`config.mk`:
```
export PLATFORM = sky130hd
export DESIGN_NAME = somsr_stage
export DESIGN_NICKNAME = d
export VERILOG_FILES = /design/src/logic/somsr_stage.v /design/src/logic/somsr_decode.v
export VERILOG_INCLUDE_DIRS = /design/src /design/src/logic
export SDC_FILE = /design/constraint.sdc
export NUM_CORES = 1
export LEC_CHECK = 0
export BUFFER_PORTS_ARGS = -buffer_cell sky130_fd_sc_hd__clkbuf_2
export CORE_ASPECT_RATIO = 0.75
export CORE_UTILIZATION = 31
export DETAILED_ROUTE_END_ITERATION = 10
export SETUP_SLACK_MARGIN = 0.3
export SLEW_MARGIN = 25
export SYNTH_ARGS = -nofsm -noshare
export SYNTH_HDL_FRONTEND = slang
export SYNTH_SLANG_ARGS = --single-unit
```
`constraint.sdc`:
```
create_clock -name CLK -period 9.5 [get_ports CLK]
set_clock_uncertainty 0.05 [all_clocks]
set_input_delay 1.9 -clock CLK [delete_from_list [all_inputs] [get_ports CLK]]
set_output_delay 1.9 -clock CLK [all_outputs]
set_load 0.01 [all_outputs]
```
`src/logic/somsr_regs.vh`:
```
`ifndef SOMSR_REGS_VH
`define SOMSR_REGS_VH
// byte addresses
`define SOMSR_ADDR_STAGE 12'h014
`define SOMSR_ADDR_DCMD 12'h010
`define SOMSR_ADDR_STAT 12'h000
`define SOMSR_ADDR_MODE0 12'h100
// staging field positions
`define SOMSR_BA_HI 15
`define SOMSR_BA_LO 13
`define SOMSR_BLS 12
`define SOMSR_ADV 11
`define SOMSR_BAA 10
`define SOMSR_WBL_HI 9
`define SOMSR_WBL_LO 7
`define SOMSR_WSYNC 6
`define SOMSR_RBL_HI 5
`define SOMSR_RBL_LO 3
`define SOMSR_RSYNC 2
`define SOMSR_MW_HI 1
`define SOMSR_MW_LO 0
`define SOMSR_MODE_W 16
// direct command fields
`define SOMSR_CS_HI 25
`define SOMSR_CS_LO 23
`define SOMSR_CT_HI 22
`define SOMSR_CT_LO 21
`define SOMSR_MATCH_HI 15
`define SOMSR_MATCH_LO 0
// command types
`define SOMSR_CT_BUSMATCH 2'h0
`define SOMSR_CT_CFGWR 2'h1
`define SOMSR_CT_COMMIT 2'h2
`define SOMSR_CT_BOTH 2'h3
// codes
`define SOMSR_BA_ANY 3'h0
`define SOMSR_BA_MEM 3'h1
`define SOMSR_BA_64 3'h2
`define SOMSR_BA_128 3'h3
`define SOMSR_BA_256 3'h4
`define SOMSR_BL_1 3'h0
`define SOMSR_BL_4 3'h1
`define SOMSR_BL_8 3'h2
`define SOMSR_BL_16 3'h3
`define SOMSR_BL_32 3'h4
`define SOMSR_BL_CONT 3'h5
`define SOMSR_MW_8 2'h0
`define SOMSR_MW_16 2'h1
`define SOMSR_MW_32 2'h2
`define SOMSR_NCHIP 8
`define SOMSR_ZERO16 16'h0000
`define SOMSR_SPLIT_MEM 9'h020
`endif

```
`src/logic/somsr_stage.v`:
```
// Our own choices: the placing of the registers and the APB slave port.
`timescale 1ns/1ps
`include "somsr_regs.vh"
// What this block does
// - staging register is write-only holding location
// - no writes in reset or low power
// - alignment field b000 lets bursts cross
// - alignment codes split 32/64/128/256 beats
// - strobe select 0: chip select timing
// - strobe select 1: write strobe timing
// - address valid bit enables latch strobe
// - burst advance bit enables advance strobe
// - bits 9:7 write burst length code
// - write sync bit selects synchronous writes
// - bits 5:3 read burst length code
// - read sync bit selects synchronous reads
// - width code 8/16/32 bits, b11 reserved
// - async reads align to memory burst boundary
// - async writes align to memory burst boundary
// - commit copies staging to selected chip
// - bus-write commit needs low-half data match
// - combined command commits with config write
module somsr_stage (
	input wire CLK,
	input wire RST,
	input wire PSEL,
	input wire PENABLE,
	input wire PWRITE,
	input wire [11:0] PADDR,
	input wire [31:0] PWDATA,
	output wire PREADY,
	output reg [31:0] PRDATA,
	output wire PSLVERR,
	input wire LOW_POWER,
	input wire CTRL_RESET_STATE,
	input wire MEM_BUS_WRITE,
	input wire [31:0] MEM_BUS_WDATA,
	input wire CFG_WRITE_DONE,
	output reg CFG_WRITE_REQ,
	input wire [2:0] ACTIVE_CHIP,
	output reg ACTIVE_BLS_WE_TIMING,
	output reg ACTIVE_ADV_USE,
	output reg ACTIVE_BAA_USE,
	output reg ACTIVE_WR_SYNC,
	output reg ACTIVE_RD_SYNC,
	output wire [8:0] ACTIVE_RD_SPLIT,
	output wire [8:0] ACTIVE_WR_SPLIT,
	output wire [8:0] ACTIVE_WR_BEATS,
	output wire [8:0] ACTIVE_RD_BEATS,
	output wire ACTIVE_WR_CONT,
	output wire ACTIVE_RD_CONT,
	output wire [5:0] ACTIVE_BUS_BITS,
	output reg COMMIT_PULSE
);
	localparam ST_IDLE = 3'b001;
	localparam ST_ARMED = 3'b010;
	localparam ST_WAITCFG = 3'b100;

	reg [15:0] stage_ff;
	reg [15:0] mode_ff [0:`SOMSR_NCHIP-1];
	reg [31:0] dcmd_ff;
	reg [2:0] state_ff;
	reg [2:0] nxt_state;
	reg [2:0] tgt_ff;
	reg [2:0] nxt_tgt;
	reg nxt_cfg_req;
	reg commit_now;
	reg [15:0] active_mode;
	wire [8:0] dec_split;
	wire blocked;
	wire bus_wr;
	wire bus_rd;
	wire [1:0] ct;
	wire [2:0] cs;
	wire is_mode_addr;
	wire [2:0] mode_idx;
	wire addr_ok;

	assign blocked = LOW_POWER | CTRL_RESET_STATE;
	assign bus_wr = PSEL & PENABLE & PWRITE;
	assign bus_rd = PSEL & PENABLE & ~PWRITE;
	assign PREADY = 1'b1;
	assign ct = PWDATA[`SOMSR_CT_HI:`SOMSR_CT_LO];
	assign cs = PWDATA[`SOMSR_CS_HI:`SOMSR_CS_LO];
	assign is_mode_addr = (PADDR[11:5] == `SOMSR_ADDR_MODE0 >> 5) && (PADDR[1:0] == 2'h0);
	assign mode_idx = PADDR[4:2];
	assign addr_ok = (PADDR == `SOMSR_ADDR_STAGE) || (PADDR == `SOMSR_ADDR_DCMD) ||
		(PADDR == `SOMSR_ADDR_STAT) || is_mode_addr;
	// staging and command writes refused while blocked; only staging writes are flagged
	assign PSLVERR = PSEL & PENABLE & (~addr_ok | (PWRITE & blocked & (PADDR == `SOMSR_ADDR_STAGE)) |
		(PWRITE & is_mode_addr) | (~PWRITE & (PADDR == `SOMSR_ADDR_STAGE)));

	// staging register: upper half dropped, held until next write
	always @(posedge CLK or posedge RST) begin
		if (RST) begin
			stage_ff <= `SOMSR_ZERO16;
		end else if (bus_wr && PADDR == `SOMSR_ADDR_STAGE && !blocked) begin
			stage_ff <= PWDATA[`SOMSR_MODE_W-1:0];
		end
	end

	always @(posedge CLK or posedge RST) begin
		if (RST) begin
			dcmd_ff <= 32'h00000000;
		end else if (bus_wr && PADDR == `SOMSR_ADDR_DCMD && !blocked && state_ff == ST_IDLE) begin
			// an armed command keeps its match value until it fires
			dcmd_ff <= PWDATA;
		end
	end

	// command sequencing
	always @* begin
		nxt_state = state_ff;
		nxt_tgt = tgt_ff;
		nxt_cfg_req = 1'b0;
		commit_now = 1'b0;
		case (state_ff)
			ST_IDLE: begin
				if (bus_wr && PADDR == `SOMSR_ADDR_DCMD && !blocked) begin
					nxt_tgt = cs;
					if (ct == `SOMSR_CT_COMMIT) begin
						commit_now = 1'b1;
					end else if (ct == `SOMSR_CT_BUSMATCH) begin
						nxt_state = ST_ARMED;
					end else if (ct == `SOMSR_CT_BOTH) begin
						nxt_state = ST_WAITCFG;
						nxt_cfg_req = 1'b1;
					end else begin
						nxt_cfg_req = 1'b1;
					end
				end
			end
			ST_ARMED: begin
				if (MEM_BUS_WRITE &&
					MEM_BUS_WDATA[`SOMSR_MATCH_HI:`SOMSR_MATCH_LO] ==
					dcmd_ff[`SOMSR_MATCH_HI:`SOMSR_MATCH_LO]) begin
					commit_now = 1'b1;
					nxt_state = ST_IDLE;
				end
			end
			ST_WAITCFG: begin
				// commit lands in the same cycle as the memory config write
				if (CFG_WRITE_DONE) begin
					commit_now = 1'b1;
					nxt_state = ST_IDLE;
				end
			end
			default: nxt_state = ST_IDLE;
		endcase
	end

	always @(posedge CLK or posedge RST) begin
		if (RST) begin
			state_ff <= ST_IDLE;
			tgt_ff <= 3'h0;
			CFG_WRITE_REQ <= 1'b0;
			COMMIT_PULSE <= 1'b0;
		end else begin
			state_ff <= nxt_state;
			tgt_ff <= nxt_tgt;
			CFG_WRITE_REQ <= nxt_cfg_req;
			COMMIT_PULSE <= commit_now;
		end
	end

	// per-chip active mode registers
	genvar g;
	generate
		for (g = 0; g < `SOMSR_NCHIP; g = g + 1) begin : g_chip
			always @(posedge CLK or posedge RST) begin
				if (RST) begin
					mode_ff[g] <= `SOMSR_ZERO16;
				end else if (commit_now && nxt_tgt == g) begin
					mode_ff[g] <= stage_ff;
				end
			end
		end
	endgenerate

	always @(posedge CLK or posedge RST) begin
		if (RST) begin
			PRDATA <= 32'h00000000;
		end else if (PSEL && !PENABLE && !PWRITE) begin
			if (is_mode_addr) begin
				PRDATA <= {16'h0000, mode_ff[mode_idx]};
			end else if (PADDR == `SOMSR_ADDR_STAT) begin
				PRDATA <= {26'h0000000, tgt_ff, state_ff};
			end else begin
				// staging is write-only and reads as zero
				PRDATA <= 32'h00000000;
			end
		end
	end

	// only committed values reach the memory side
	always @* begin
		active_mode = mode_ff[ACTIVE_CHIP];
		ACTIVE_BLS_WE_TIMING = active_mode[`SOMSR_BLS];
		ACTIVE_ADV_USE = active_mode[`SOMSR_ADV];
		ACTIVE_BAA_USE = active_mode[`SOMSR_BAA];
		ACTIVE_WR_SYNC = active_mode[`SOMSR_WSYNC];
		ACTIVE_RD_SYNC = active_mode[`SOMSR_RSYNC];
	end

	somsr_decode u_dec (
		.MODE(active_mode),
		.BURST_SPLIT(dec_split),
		.WR_BEATS(ACTIVE_WR_BEATS),
		.RD_BEATS(ACTIVE_RD_BEATS),
		.WR_CONT(ACTIVE_WR_CONT),
		.RD_CONT(ACTIVE_RD_CONT),
		.BUS_BITS(ACTIVE_BUS_BITS),
		.CODE_ERR()
	);

	// async transfers fall back to the 32-beat memory boundary
	assign ACTIVE_RD_SPLIT = ACTIVE_RD_SYNC ? dec_split : `SOMSR_SPLIT_MEM;
	assign ACTIVE_WR_SPLIT = ACTIVE_WR_SYNC ? dec_split : `SOMSR_SPLIT_MEM;
endmodule // somsr_stage

```
`src/logic/somsr_decode.v`:
```
`timescale 1ns/1ps
`include "somsr_regs.vh"
module somsr_decode (
	input wire [15:0] MODE,
	output reg [8:0] BURST_SPLIT,
	output reg [8:0] WR_BEATS,
	output reg [8:0] RD_BEATS,
	output reg WR_CONT,
	output reg RD_CONT,
	output reg [5:0] BUS_BITS,
	output reg CODE_ERR
);
	function [8:0] bl_beats;
		input [2:0] c;
		begin
			case (c)
				`SOMSR_BL_1: bl_beats = 9'h001;
				`SOMSR_BL_4: bl_beats = 9'h004;
				`SOMSR_BL_8: bl_beats = 9'h008;
				`SOMSR_BL_16: bl_beats = 9'h010;
				`SOMSR_BL_32: bl_beats = 9'h020;
				`SOMSR_BL_CONT: bl_beats = 9'h020;
				default: bl_beats = 9'h000;
			endcase
		end
	endfunction
	wire [2:0] ba = MODE[`SOMSR_BA_HI:`SOMSR_BA_LO];
	wire [2:0] wbl = MODE[`SOMSR_WBL_HI:`SOMSR_WBL_LO];
	wire [2:0] rbl = MODE[`SOMSR_RBL_HI:`SOMSR_RBL_LO];
	wire [1:0] mw = MODE[`SOMSR_MW_HI:`SOMSR_MW_LO];
	always @* begin
		WR_BEATS = bl_beats(wbl);
		RD_BEATS = bl_beats(rbl);
		WR_CONT = (wbl == `SOMSR_BL_CONT);
		RD_CONT = (rbl == `SOMSR_BL_CONT);
		// zero split means no boundary
		case (ba)
			`SOMSR_BA_ANY: BURST_SPLIT = 9'h000;
			`SOMSR_BA_MEM: BURST_SPLIT = 9'h020;
			`SOMSR_BA_64: BURST_SPLIT = 9'h040;
			`SOMSR_BA_128: BURST_SPLIT = 9'h080;
			`SOMSR_BA_256: BURST_SPLIT = 9'h100;
			default: BURST_SPLIT = 9'h000;
		endcase
		case (mw)
			`SOMSR_MW_8: BUS_BITS = 6'h08;
			`SOMSR_MW_16: BUS_BITS = 6'h10;
			`SOMSR_MW_32: BUS_BITS = 6'h20;
			default: BUS_BITS = 6'h00;
		endcase
		CODE_ERR = (ba > `SOMSR_BA_256) || (wbl > `SOMSR_BL_CONT) || (rbl > `SOMSR_BL_CONT) || (mw == 2'h3);
	end
endmodule // somsr_decode

```
Word-level counts from Yosys, hierarchy flattened
Cells that the tools add are included.

cells by class
  order comparisons = 2
  equal/unequal tests = 37
  mux-type cells = 32
  bitwise operators = 15
  reductions and logical operators = 33

operators with widths
  operator                                                          count
  16-bit binary-select mux with 3-bit select                        2
  16-bit two-way mux                                                5
  6-bit case mux with 5 select lines                                2
  9-bit case mux with 4 select lines                                1
  3-bit == test, second input constant                              10
  3-bit by 2-bit == test with 1-bit output, second input constant   9
  12-bit by 5-bit == test with 1-bit output, second input constant  2
  3-bit two-way mux                                                 8
  9-bit two-way mux                                                 2
  6-bit case mux with 3 select lines                                1
  1-bit logical AND                                                 17
  16-bit == test                                                    1
  3-bit by 1-bit == test with 1-bit output, second input constant   5
  12-bit logical NOT                                                1
  3-bit logical NOT                                                 3
  3-bit case mux with 3 select lines                                1
  4-bit >= comparator, second input constant                        2
  1-bit two-way mux                                                 8
  2-bit != test, second input constant                              4
  3-bit NOT with 4-bit output                                       2
  1-bit bitwise AND                                                 7
  7-bit by 4-bit == test with 1-bit output, second input constant   1
  2-bit == test, second input constant                              3
  2-bit logical NOT                                                 3
  other kinds (10)                                                  19

storage, ports and cells
  register bits after elaboration = 200
  input port bits = 88
  logic and storage cells = 134

Logic depth before layout (Yosys ltp)
Gate-level depths: netlist (run 1).

  depth after elaboration = 9
  gate-level depth with buffers = 11

Modules after synthesis
Synthesis (run 1) repeated with hierarchy kept, for this count alone.

second synthesis, totals
  cells, all modules = 738
  area total of the unflattened synthesis = 9929.5 um^2

modules (own cells, without submodules)
  module        instances  cells an instance  area an instance (um^2)  seq. area each (um^2)
  somsr_stage   1          699                9651.8                   4605.7
  somsr_decode  1          39                 277.8                    0.0

Least setup slack after synthesis (run 1)
No wires, ideal clock.

  kind = in2out
  from = input port ACTIVE_CHIP[0]
  to = output port ACTIVE_RD_SPLIT[5]
  data arrival time = 3814 ps
  required time = 7550 ps
  setup slack = 3736 ps
  stages on the path = 7
  buffers on the path = 3
  cell sequence = clkbuf_1 buf_2 buf_2 mux4_2 mux2i_1 inv_1 nand2_1

between the ends
  elaborated cells on any way between the ends = 10
  those cells by class = eq/ne: 4; mux: 5; bitwise: 1

RTL lines
  element                                                 RTL line           text
  start: declaration                                      somsr_stage.v:40   input wire [2:0] ACTIVE_CHIP,
  3-bit NOT with 4-bit output (implied by the code)       somsr_stage.v:197  active_mode = mode_ff[ACTIVE_CHIP];
  16-bit binary-select mux with 3-bit select              somsr_stage.v:197
  16-bit two-way mux (implied by the code) (2 in series)  somsr_stage.v:197
  via ACTIVE_RD_SYNC                                      somsr_stage.v:45   output reg ACTIVE_RD_SYNC,
  9-bit two-way mux (no line)                             -
  end: declaration                                        somsr_stage.v:46   output wire [8:0] ACTIVE_RD_SPLIT,

The timed path passes the listed nets, and every way through them passes these cells. The select of a mux whose other input is x is not followed.

Worst setup path in the final report (run 1)
  from = input port ACTIVE_CHIP[0]
  to = output port ACTIVE_RD_SPLIT[5]

between the ends
  longest elaborated chain between the ends = 7
  elaborated cells on any way between the ends = 10
  those cells by class = eq/ne: 4; mux: 5; bitwise: 1

ends and longest elaborated chain
  element                                                   RTL line           text
  3-bit NOT with 4-bit output (implied by the code) *       somsr_stage.v:197
  16-bit binary-select mux with 3-bit select *              somsr_stage.v:197
  16-bit two-way mux (implied by the code) * (2 in series)  somsr_stage.v:197
  3-bit == test (tied with other cells)                     somsr_decode.v:37  case (ba)
  9-bit case mux with 4 select lines                        somsr_decode.v:37
  9-bit two-way mux (no line) *                             -

Mark *: on every way between the ends. The rest lies on a longest branch, timed or not. The select of a mux whose other input is x is not followed.

==> results by group, run 1 <==
Status
  – Status: completed

Global route
  – Vias in the first global route: 5996
  – GRT Total Usage: 15.2%
  – First-pass GRT wire length: 36900 um
  – Initial antenna violation count: 0
  – GR Overflow Total: 0
  – Largest net degree at the start of global routing: 72

Synthesis
  – Synth area leaders: dfrtp_1 46%, mux2_2 17%, mux4_2 15%
  – Mapped cell area: 0.00988 mm2
  – Post-synthesis register bit count: 184
  – Fraction of registers with async set/reset: 100%
  – Yosys warnings: 0
  – Mean Syn Cell Area: 14.1 um2
  – Cells after synthesis: 699
  – Synth top cells by count: 183 x dfrtp_1, 152 x mux2_2, 64 x mux4_2, 42 x buf_4, 31 x nor2_1
  – Post-synth top area share: 46.4%
  – Main flop type after synthesis: dfrtp_1
  – Most frequent cell after synthesis: dfrtp_1
  – Library cells used by synthesis: 56
  – Seq/Total Area, Yosys: 46.6%
  – Area leader, netlist: dfrtp_1
  – EDFF count, synth: 0

Detailed routing
  – TritonRoute pass-1 iters: 5
  – DR WL/cell: 19.6 um
  – Drt via density: 4.97
  – DRT iter0 DRCs: 388
  – Drt total wl: 23700 um
  – Total vias in the final route: 6023
  – Final ANT Viol Nets: 0
  – DRC violations left: 0

Worst setup path
  – CP arrival: 4330 ps
  – R2R depth: 5
  – CP dominant cell by count: clkbuf_2
  – Crit Path Max Fanout: 24
  – Crit end category: output port
  – WP depth: 7
  – CP required: 7550 ps
  – Family with the most delay on the worst path: multiplexers
  – Slowest CP cell: mux2i_1
  – CP Buf/Inv Count: 4
  – Critical Path Start Type: primary input
  – Worst path cell trace: clkbuf_2, buf_4, mux4_2, mux2i_1, inv_1, nand2_1, clkbuf_2
  – CP max stage delay: 640 ps
  – Crit Path Class: in2out

Finish
  – Reg area: 0.00461 mm2
  – Area Growth Syn to Fin: 13.6%
  – # fillers: 2989
  – Layout Nets: 882
  – Diode count: 0
  – Share of layout cells above drive strength 1: 50.1%
  – Fin util: 35.8%
  – Multi-input gate area: 0.00484 mm2

STA
  – Rel. slew slack: 29.8%
  – FMAX: 0.159 GHz
  – Setup violations, final: 0
  – RSZ-0062 raised after global routing: false
  – Crit share post-route: 66.1%
  – Least-Margin Pin Slew: 1050 ps
  – Final Max Slew Viols: 0
  – Crit path time final: 6280 ps
  – Fin Setup TNS: 0 ps
  – Final hold violation count: 0

Flow run
  – MaxCap Viol Count: 0

Hold path
  – Hold path depth: 2
  – Worst Hold Class: reg2reg

Floorplan
  – Die X: 208 um
  – Initial cell density of the core: 31.5%
  – Die Span Y: 157 um
  – I/O Pins: 173
  – Row cnt: 56
  – Die footprint: 0.0326 mm2
  – Core area: 0.0313 mm2

Clock tree
  – H-tree levels: 4
  – Clk pin slew, worst setup/hold paths: 60 ps
  – CTS Root Cell: clkbuf_16
  – Post-CTS resize count: 0
  – # hold bufs at CTS: 0
  – Setup bufs post-CTS: 0
  – TritonCTS clock tree: built
  – CTS Buffer Depth: 2
  – Num CTS Buffers: 17
  – Clock Latency Late Sink: 430 ps
  – Clock Sinks: 184

Placement
  – RD Place Congestion: 0.731
  – Dpl hpwl: 15300 um
  – IO buf count: 107

Pwr
  – Total power per unit cell area: 143 mW/mm2
  – Leakage: 5.41 nW
  – VDD IR max: 0.120 mV
-- final cells by class --
cell class	count	area share, %
Clock buffer	21	4.28
Clock inverter	9	1.09
Inverter	8	0.312
Multi-Input combinational cell	464	43.2
Sequential cell	184	41.0
Tap cell	406	4.53
Timing Repair Buffer	119	5.58
-- where the power goes --
| group | switching [W] | internal, W |
|---|---|---|
| Combinational | 0.0000560 | 0.0000274 |
| Sequential | 0.0000000990 | 0.000783 |
| Clock | 0.000301 | 0.000437 |
-- cell usage in the layout, fill, tap and decap left out, drive strengths merged, types with 3 or more instances in the layout --
master,count
o21ai,19
bufinv,3
xor2,3
nor4b,4
nor3,4
nand4,3
nand2,29
mux2i,25
nor2,33
clkbuf,128
nand3,7
or3,3
buf,12
clkinv,5
nor2b,4
a21o,3
o21a,3
and3,6
xnor2,11
a21oi,7
mux4,64
inv,8
nor4,4
dfrtp,183
conb,38
mux2,173
-- final timing paths --
| check | startpoint | endpoint | slack [ps] |
|---|---|---|---|
| worst max-delay path | ACTIVE_CHIP[0] | ACTIVE_RD_SPLIT[5] | 3220 |
| worst min-delay path | PRDATA[8] | PRDATA[8] | 420 |
| worst max register to register | state_ff[0] | mode_ff[73] | 5990 |
| worst min register to register | PRDATA[8] | PRDATA[8] | 420 |
| max in group asynchronous | RST | mode_ff[46] | 5870 |
| min in group asynchronous | RST | dcmd_ff[12] | 1470 |
-- routing by layer --
layer | wire [um] | up-vias | part of all wire [%] | global-route usage [%]
li1 | - | 2703 | - | -
met1 | 11600 | 3137 | 49 | 22.6
met2 | 10400 | 167 | 44 | 22.4
met3 | 1410 | 16 | 6.0 | 3.53
met4 | 261 | 0 | 1.1 | 3.67
met5 | 0 | - | 0 | 0
-- flip-flops by register name (all words and copies together), names as in the netlist --
register       cells
dcmd_ff           16
tgt_ff             3
PRDATA            16
COMMIT_PULSE       1
state_ff           3
mode_ff          128
CFG_WRITE_REQ      1
stage_ff          16
-- cell families (layout without fill, tap and decap cells) --
kind of cell | count (synthesis) | count (layout) | synth area share, %
muxes | 262 | 262 | 37.6
and+or+nand+nor | 113 | 113 | 6.31
AOI/OAI and AO/OA | 37 | 37 | 2.42
xor gates and xnor gates | 14 | 14 | 1.24
DFF | 184 | 184 | 46.6
other | 2 | 38 | 0.0760
buffers and inverters | 87 | 157 | 5.74
-- tightest hold or removal path, cell delays in order, from the launching register on --
cell and delay [ps]:
dfrtp_1 340, nand2_1 40, o21ai_0 50
-- stage by stage --
step                      hold WS [ps]  total power (W)  std cells  cell area (um2)  setup slack (ps)
after detailed placement           421         0.000884       1181            10600              3210
after floorplan                    420         0.000863        735            10000              2550
final                              425          0.00160       1211            11200              3220
after global placement             415         0.000883       1181            10600              3250
after global routing               459          0.00167       1211            11200              3040
after CTS                          437          0.00162       1211            11200              3210
Power figures use the tool's default switching activity.
==> run 2, diff against run 1 <==
==> constraint.sdc (replaced) <==
create_clock -name CLK -period 5.4 [get_ports CLK]
set_clock_uncertainty 0.05 [all_clocks]
set_input_delay 1.08 -clock CLK [delete_from_list [all_inputs] [get_ports CLK]]
set_output_delay 1.08 -clock CLK [all_outputs]
set_load 0.01 [all_outputs]
==> run 2 against run 1 <==
Compared with the run above: clock power is 64% higher; sequential share of layout area is 0.073 points lower; clock-buffer cell count is 2 higher.
==> results by group, run 2 (synthesis results as in run 1) <==
Global route
  – GR Overflow Total: 0 (unchanged)
  – Initial antenna violation count: 0 (unchanged)
  – Vias in the first global route: 6140 (+2.4%)
  – First-pass GRT wire length: 37300 um (+0.86%)
  – GRT Total Usage: 15.4% (+0.19 points)
  – Largest net degree at the start of global routing: 184 (+160%)

Finish
  – Most frequent cells in the layout: 183 x dfrtp_1, 152 x mux2_2, 107 x clkbuf_2
  – Largest register by flop count: mode_ff
  – Most common cell after layout, fill and taps aside: dfrtp_1
  – Number of flip-flops in the largest register: 128 (unchanged)
  – Layout Nets: 887 (+0.57%)
  – Fin util: 35.9% (+0.064 points)
  – Reg area: 0.00461 mm2 (unchanged)
  – # fillers: 3044 (+1.8%)
  – Multi-input gate area: 0.00484 mm2 (about the same)
  – Diode count: 0 (unchanged)
  – Area Growth Syn to Fin: 13.8%
  – Share of layout cells above drive strength 1: 49.9% (-0.12 points)

Hold path
  – Worst Hold Class: reg2reg

Worst setup path
  – Beginning of the critical path: ACTIVE_CHIP[0]
  – CP arrival: 3250 ps (-1080 ps)
  – CP max stage delay: 580 ps (-60 ps)
  – WP depth: 7 (unchanged)
  – CP required: 4270 ps (-3280 ps)
  – Crit Path Max Fanout: 14 (-42%)
  – Critical Path Start Type: primary input
  – R2R depth: 6 (+1)
  – Family with the most delay on the worst path: multiplexers
  – Crit end category: output port
  – Reg-to-reg setup timing slack: 2380 ps (-3610 ps)
  – Worst Setup EP: ACTIVE_RD_SPLIT[5]
  – Worst path cell trace: clkbuf_2, buf_4, mux4_2, mux2i_1, inv_1, nand2_1, clkbuf_2
  – Crit Path Class: in2out
  – Worst r2r src: state_ff[2]
  – Slowest CP cell: mux2i_1
  – Worst R2R End: mode_ff[41]
  – CP dominant cell by count: clkbuf_2
  – CP Buf/Inv Count: 4 (unchanged)

Floorplan
  – Die Span Y: 157 um (unchanged)
  – Die footprint: 0.0326 mm2 (unchanged)
  – I/O Pins: 173 (unchanged)
  – Row cnt: 56 (unchanged)
  – Die X: 208 um (unchanged)
  – Core area: 0.0313 mm2 (unchanged)
  – Initial cell density of the core: 31.5% (unchanged)

Clock tree
  – H-tree levels: 4 (unchanged)
  – Clock Sinks: 184 (unchanged)
  – Setup bufs post-CTS: 0 (unchanged)
  – TritonCTS clock tree: built
  – Num CTS Buffers: 17 (unchanged)
  – Clock Latency Late Sink: 430 ps (about the same)
  – Post-CTS resize count: 0 (unchanged)
  – # hold bufs at CTS: 0 (unchanged)
  – CTS Root Cell: clkbuf_16
  – CTS Buffer Depth: 2 (unchanged)
  – Clk pin slew, worst setup/hold paths: 70 ps (about the same)

Flow run
  – MaxCap Viol Count: 0 (unchanged)

Pwr
  – Total power per unit cell area: 243 mW/mm2 (+70%)
  – Leakage: 5.41 nW (about the same)
  – Power Total: 0.00274 W (+70%)
  – VDD IR max: 0.224 mV (+86%)

STA
  – FMAX: 0.228 GHz
  – Rel. slew slack: 39.0% (+9.1 points)
  – Setup violations, final: 0 (unchanged)
  – Worst hold margin: 431 ps (+6.53 ps)
  – Fin Setup TNS: 0 ps (unchanged)
  – Least-Margin Pin Slew: 913 ps (-139 ps)
  – Crit share post-route: 81.2%
  – Final hold violation count: 0 (unchanged)
  – Final Max Slew Viols: 0 (unchanged)
  – RSZ-0062 raised after global routing: false
  – Final setup margin: 1020 ps (-2210 ps)
  – Crit path time final: 4380 ps

Detailed routing
  – Drt total wl: 23800 um (+0.68%)
  – Drt via density: 4.99 (+0.25%)
  – TritonRoute pass-1 iters: 4 (-1)
  – Total vias in the final route: 6058 (+0.58%)
  – DRT iter0 DRCs: 306 (-21%)
  – DR WL/cell: 19.6 um (+0.35%)
  – Final ANT Viol Nets: 0 (unchanged)
  – DRC violations left: 0 (unchanged)

Status
  – Status: completed

Placement
  – RD Place Congestion: 0.749 (+2.4%)
  – Dpl hpwl: 15700 um (+2.3%)
  – IO buf count: 107 (unchanged)
  – DP Worst Slack: 1020 ps (-2200 ps)
run 2: cell types whose count changed in the layout (fill, tap and decap cells not counted), sizes merged:
cell	previous run	this run
buf	12	17
clkinv	5	2
bufinv	3	1
clkbuf	128	130
clkinvlp	1	3
run 2: metrics by stage:
stage	instance area [um2]	cells
after floorplan	10000	735
after global placement	10700	1185
after detailed placement	10700	1185
after CTS	11200	1214
after global routing	11200	1215
final	11200	1215
run 2: layout make-up:
class	count	area share (%)
clock buffer	23	4.34
tap	406	4.52
clock inverter	6	0.601
timing repair buffer	124	6.19
inverter	8	0.301
multi-input combinational	464	43.1
sequential	184	41.0
run 2: tightest hold or removal path, stage by stage (launching register included):
cell     delay [ps]
dfrtp_1         340
nand2_1          40
o21ai_0          60
run 2: report_power, final:
group / switching (W) / internal (W) / leakage [nW]
clock: 0.000528 / 0.000679 / 0.268
sequential: 0.000000173 / 0.00138 / 2.57
combinational: 0.0000983 / 0.0000515 / 2.58
run 2: per-layer routing:
layer	vias up	share of wire [%]	global-route usage [%]
met1	3164	48	21.8
met3	23	5.8	3.89
li1	2716	-	-
met5	-	0	0
met2	155	45	23.4
met4	0	1.3	4.30
run 2: worst min-delay path by stage:
stage / start / to / slack (ps) / cells past startpoint
4_1_cts: RST / dcmd_ff[12] / 440 / 2
5_1_grt: RST / dcmd_ff[12] / 440 / 2
3_3_place_gp: PRDATA[9] / PRDATA[9] / 410 / 2
2_1_floorplan: mode_ff[70] / mode_ff[70] / 420 / 1
3_5_place_dp: PRDATA[15] / PRDATA[15] / 430 / 2
6_report: PRDATA[6] / PRDATA[6] / 430 / 2
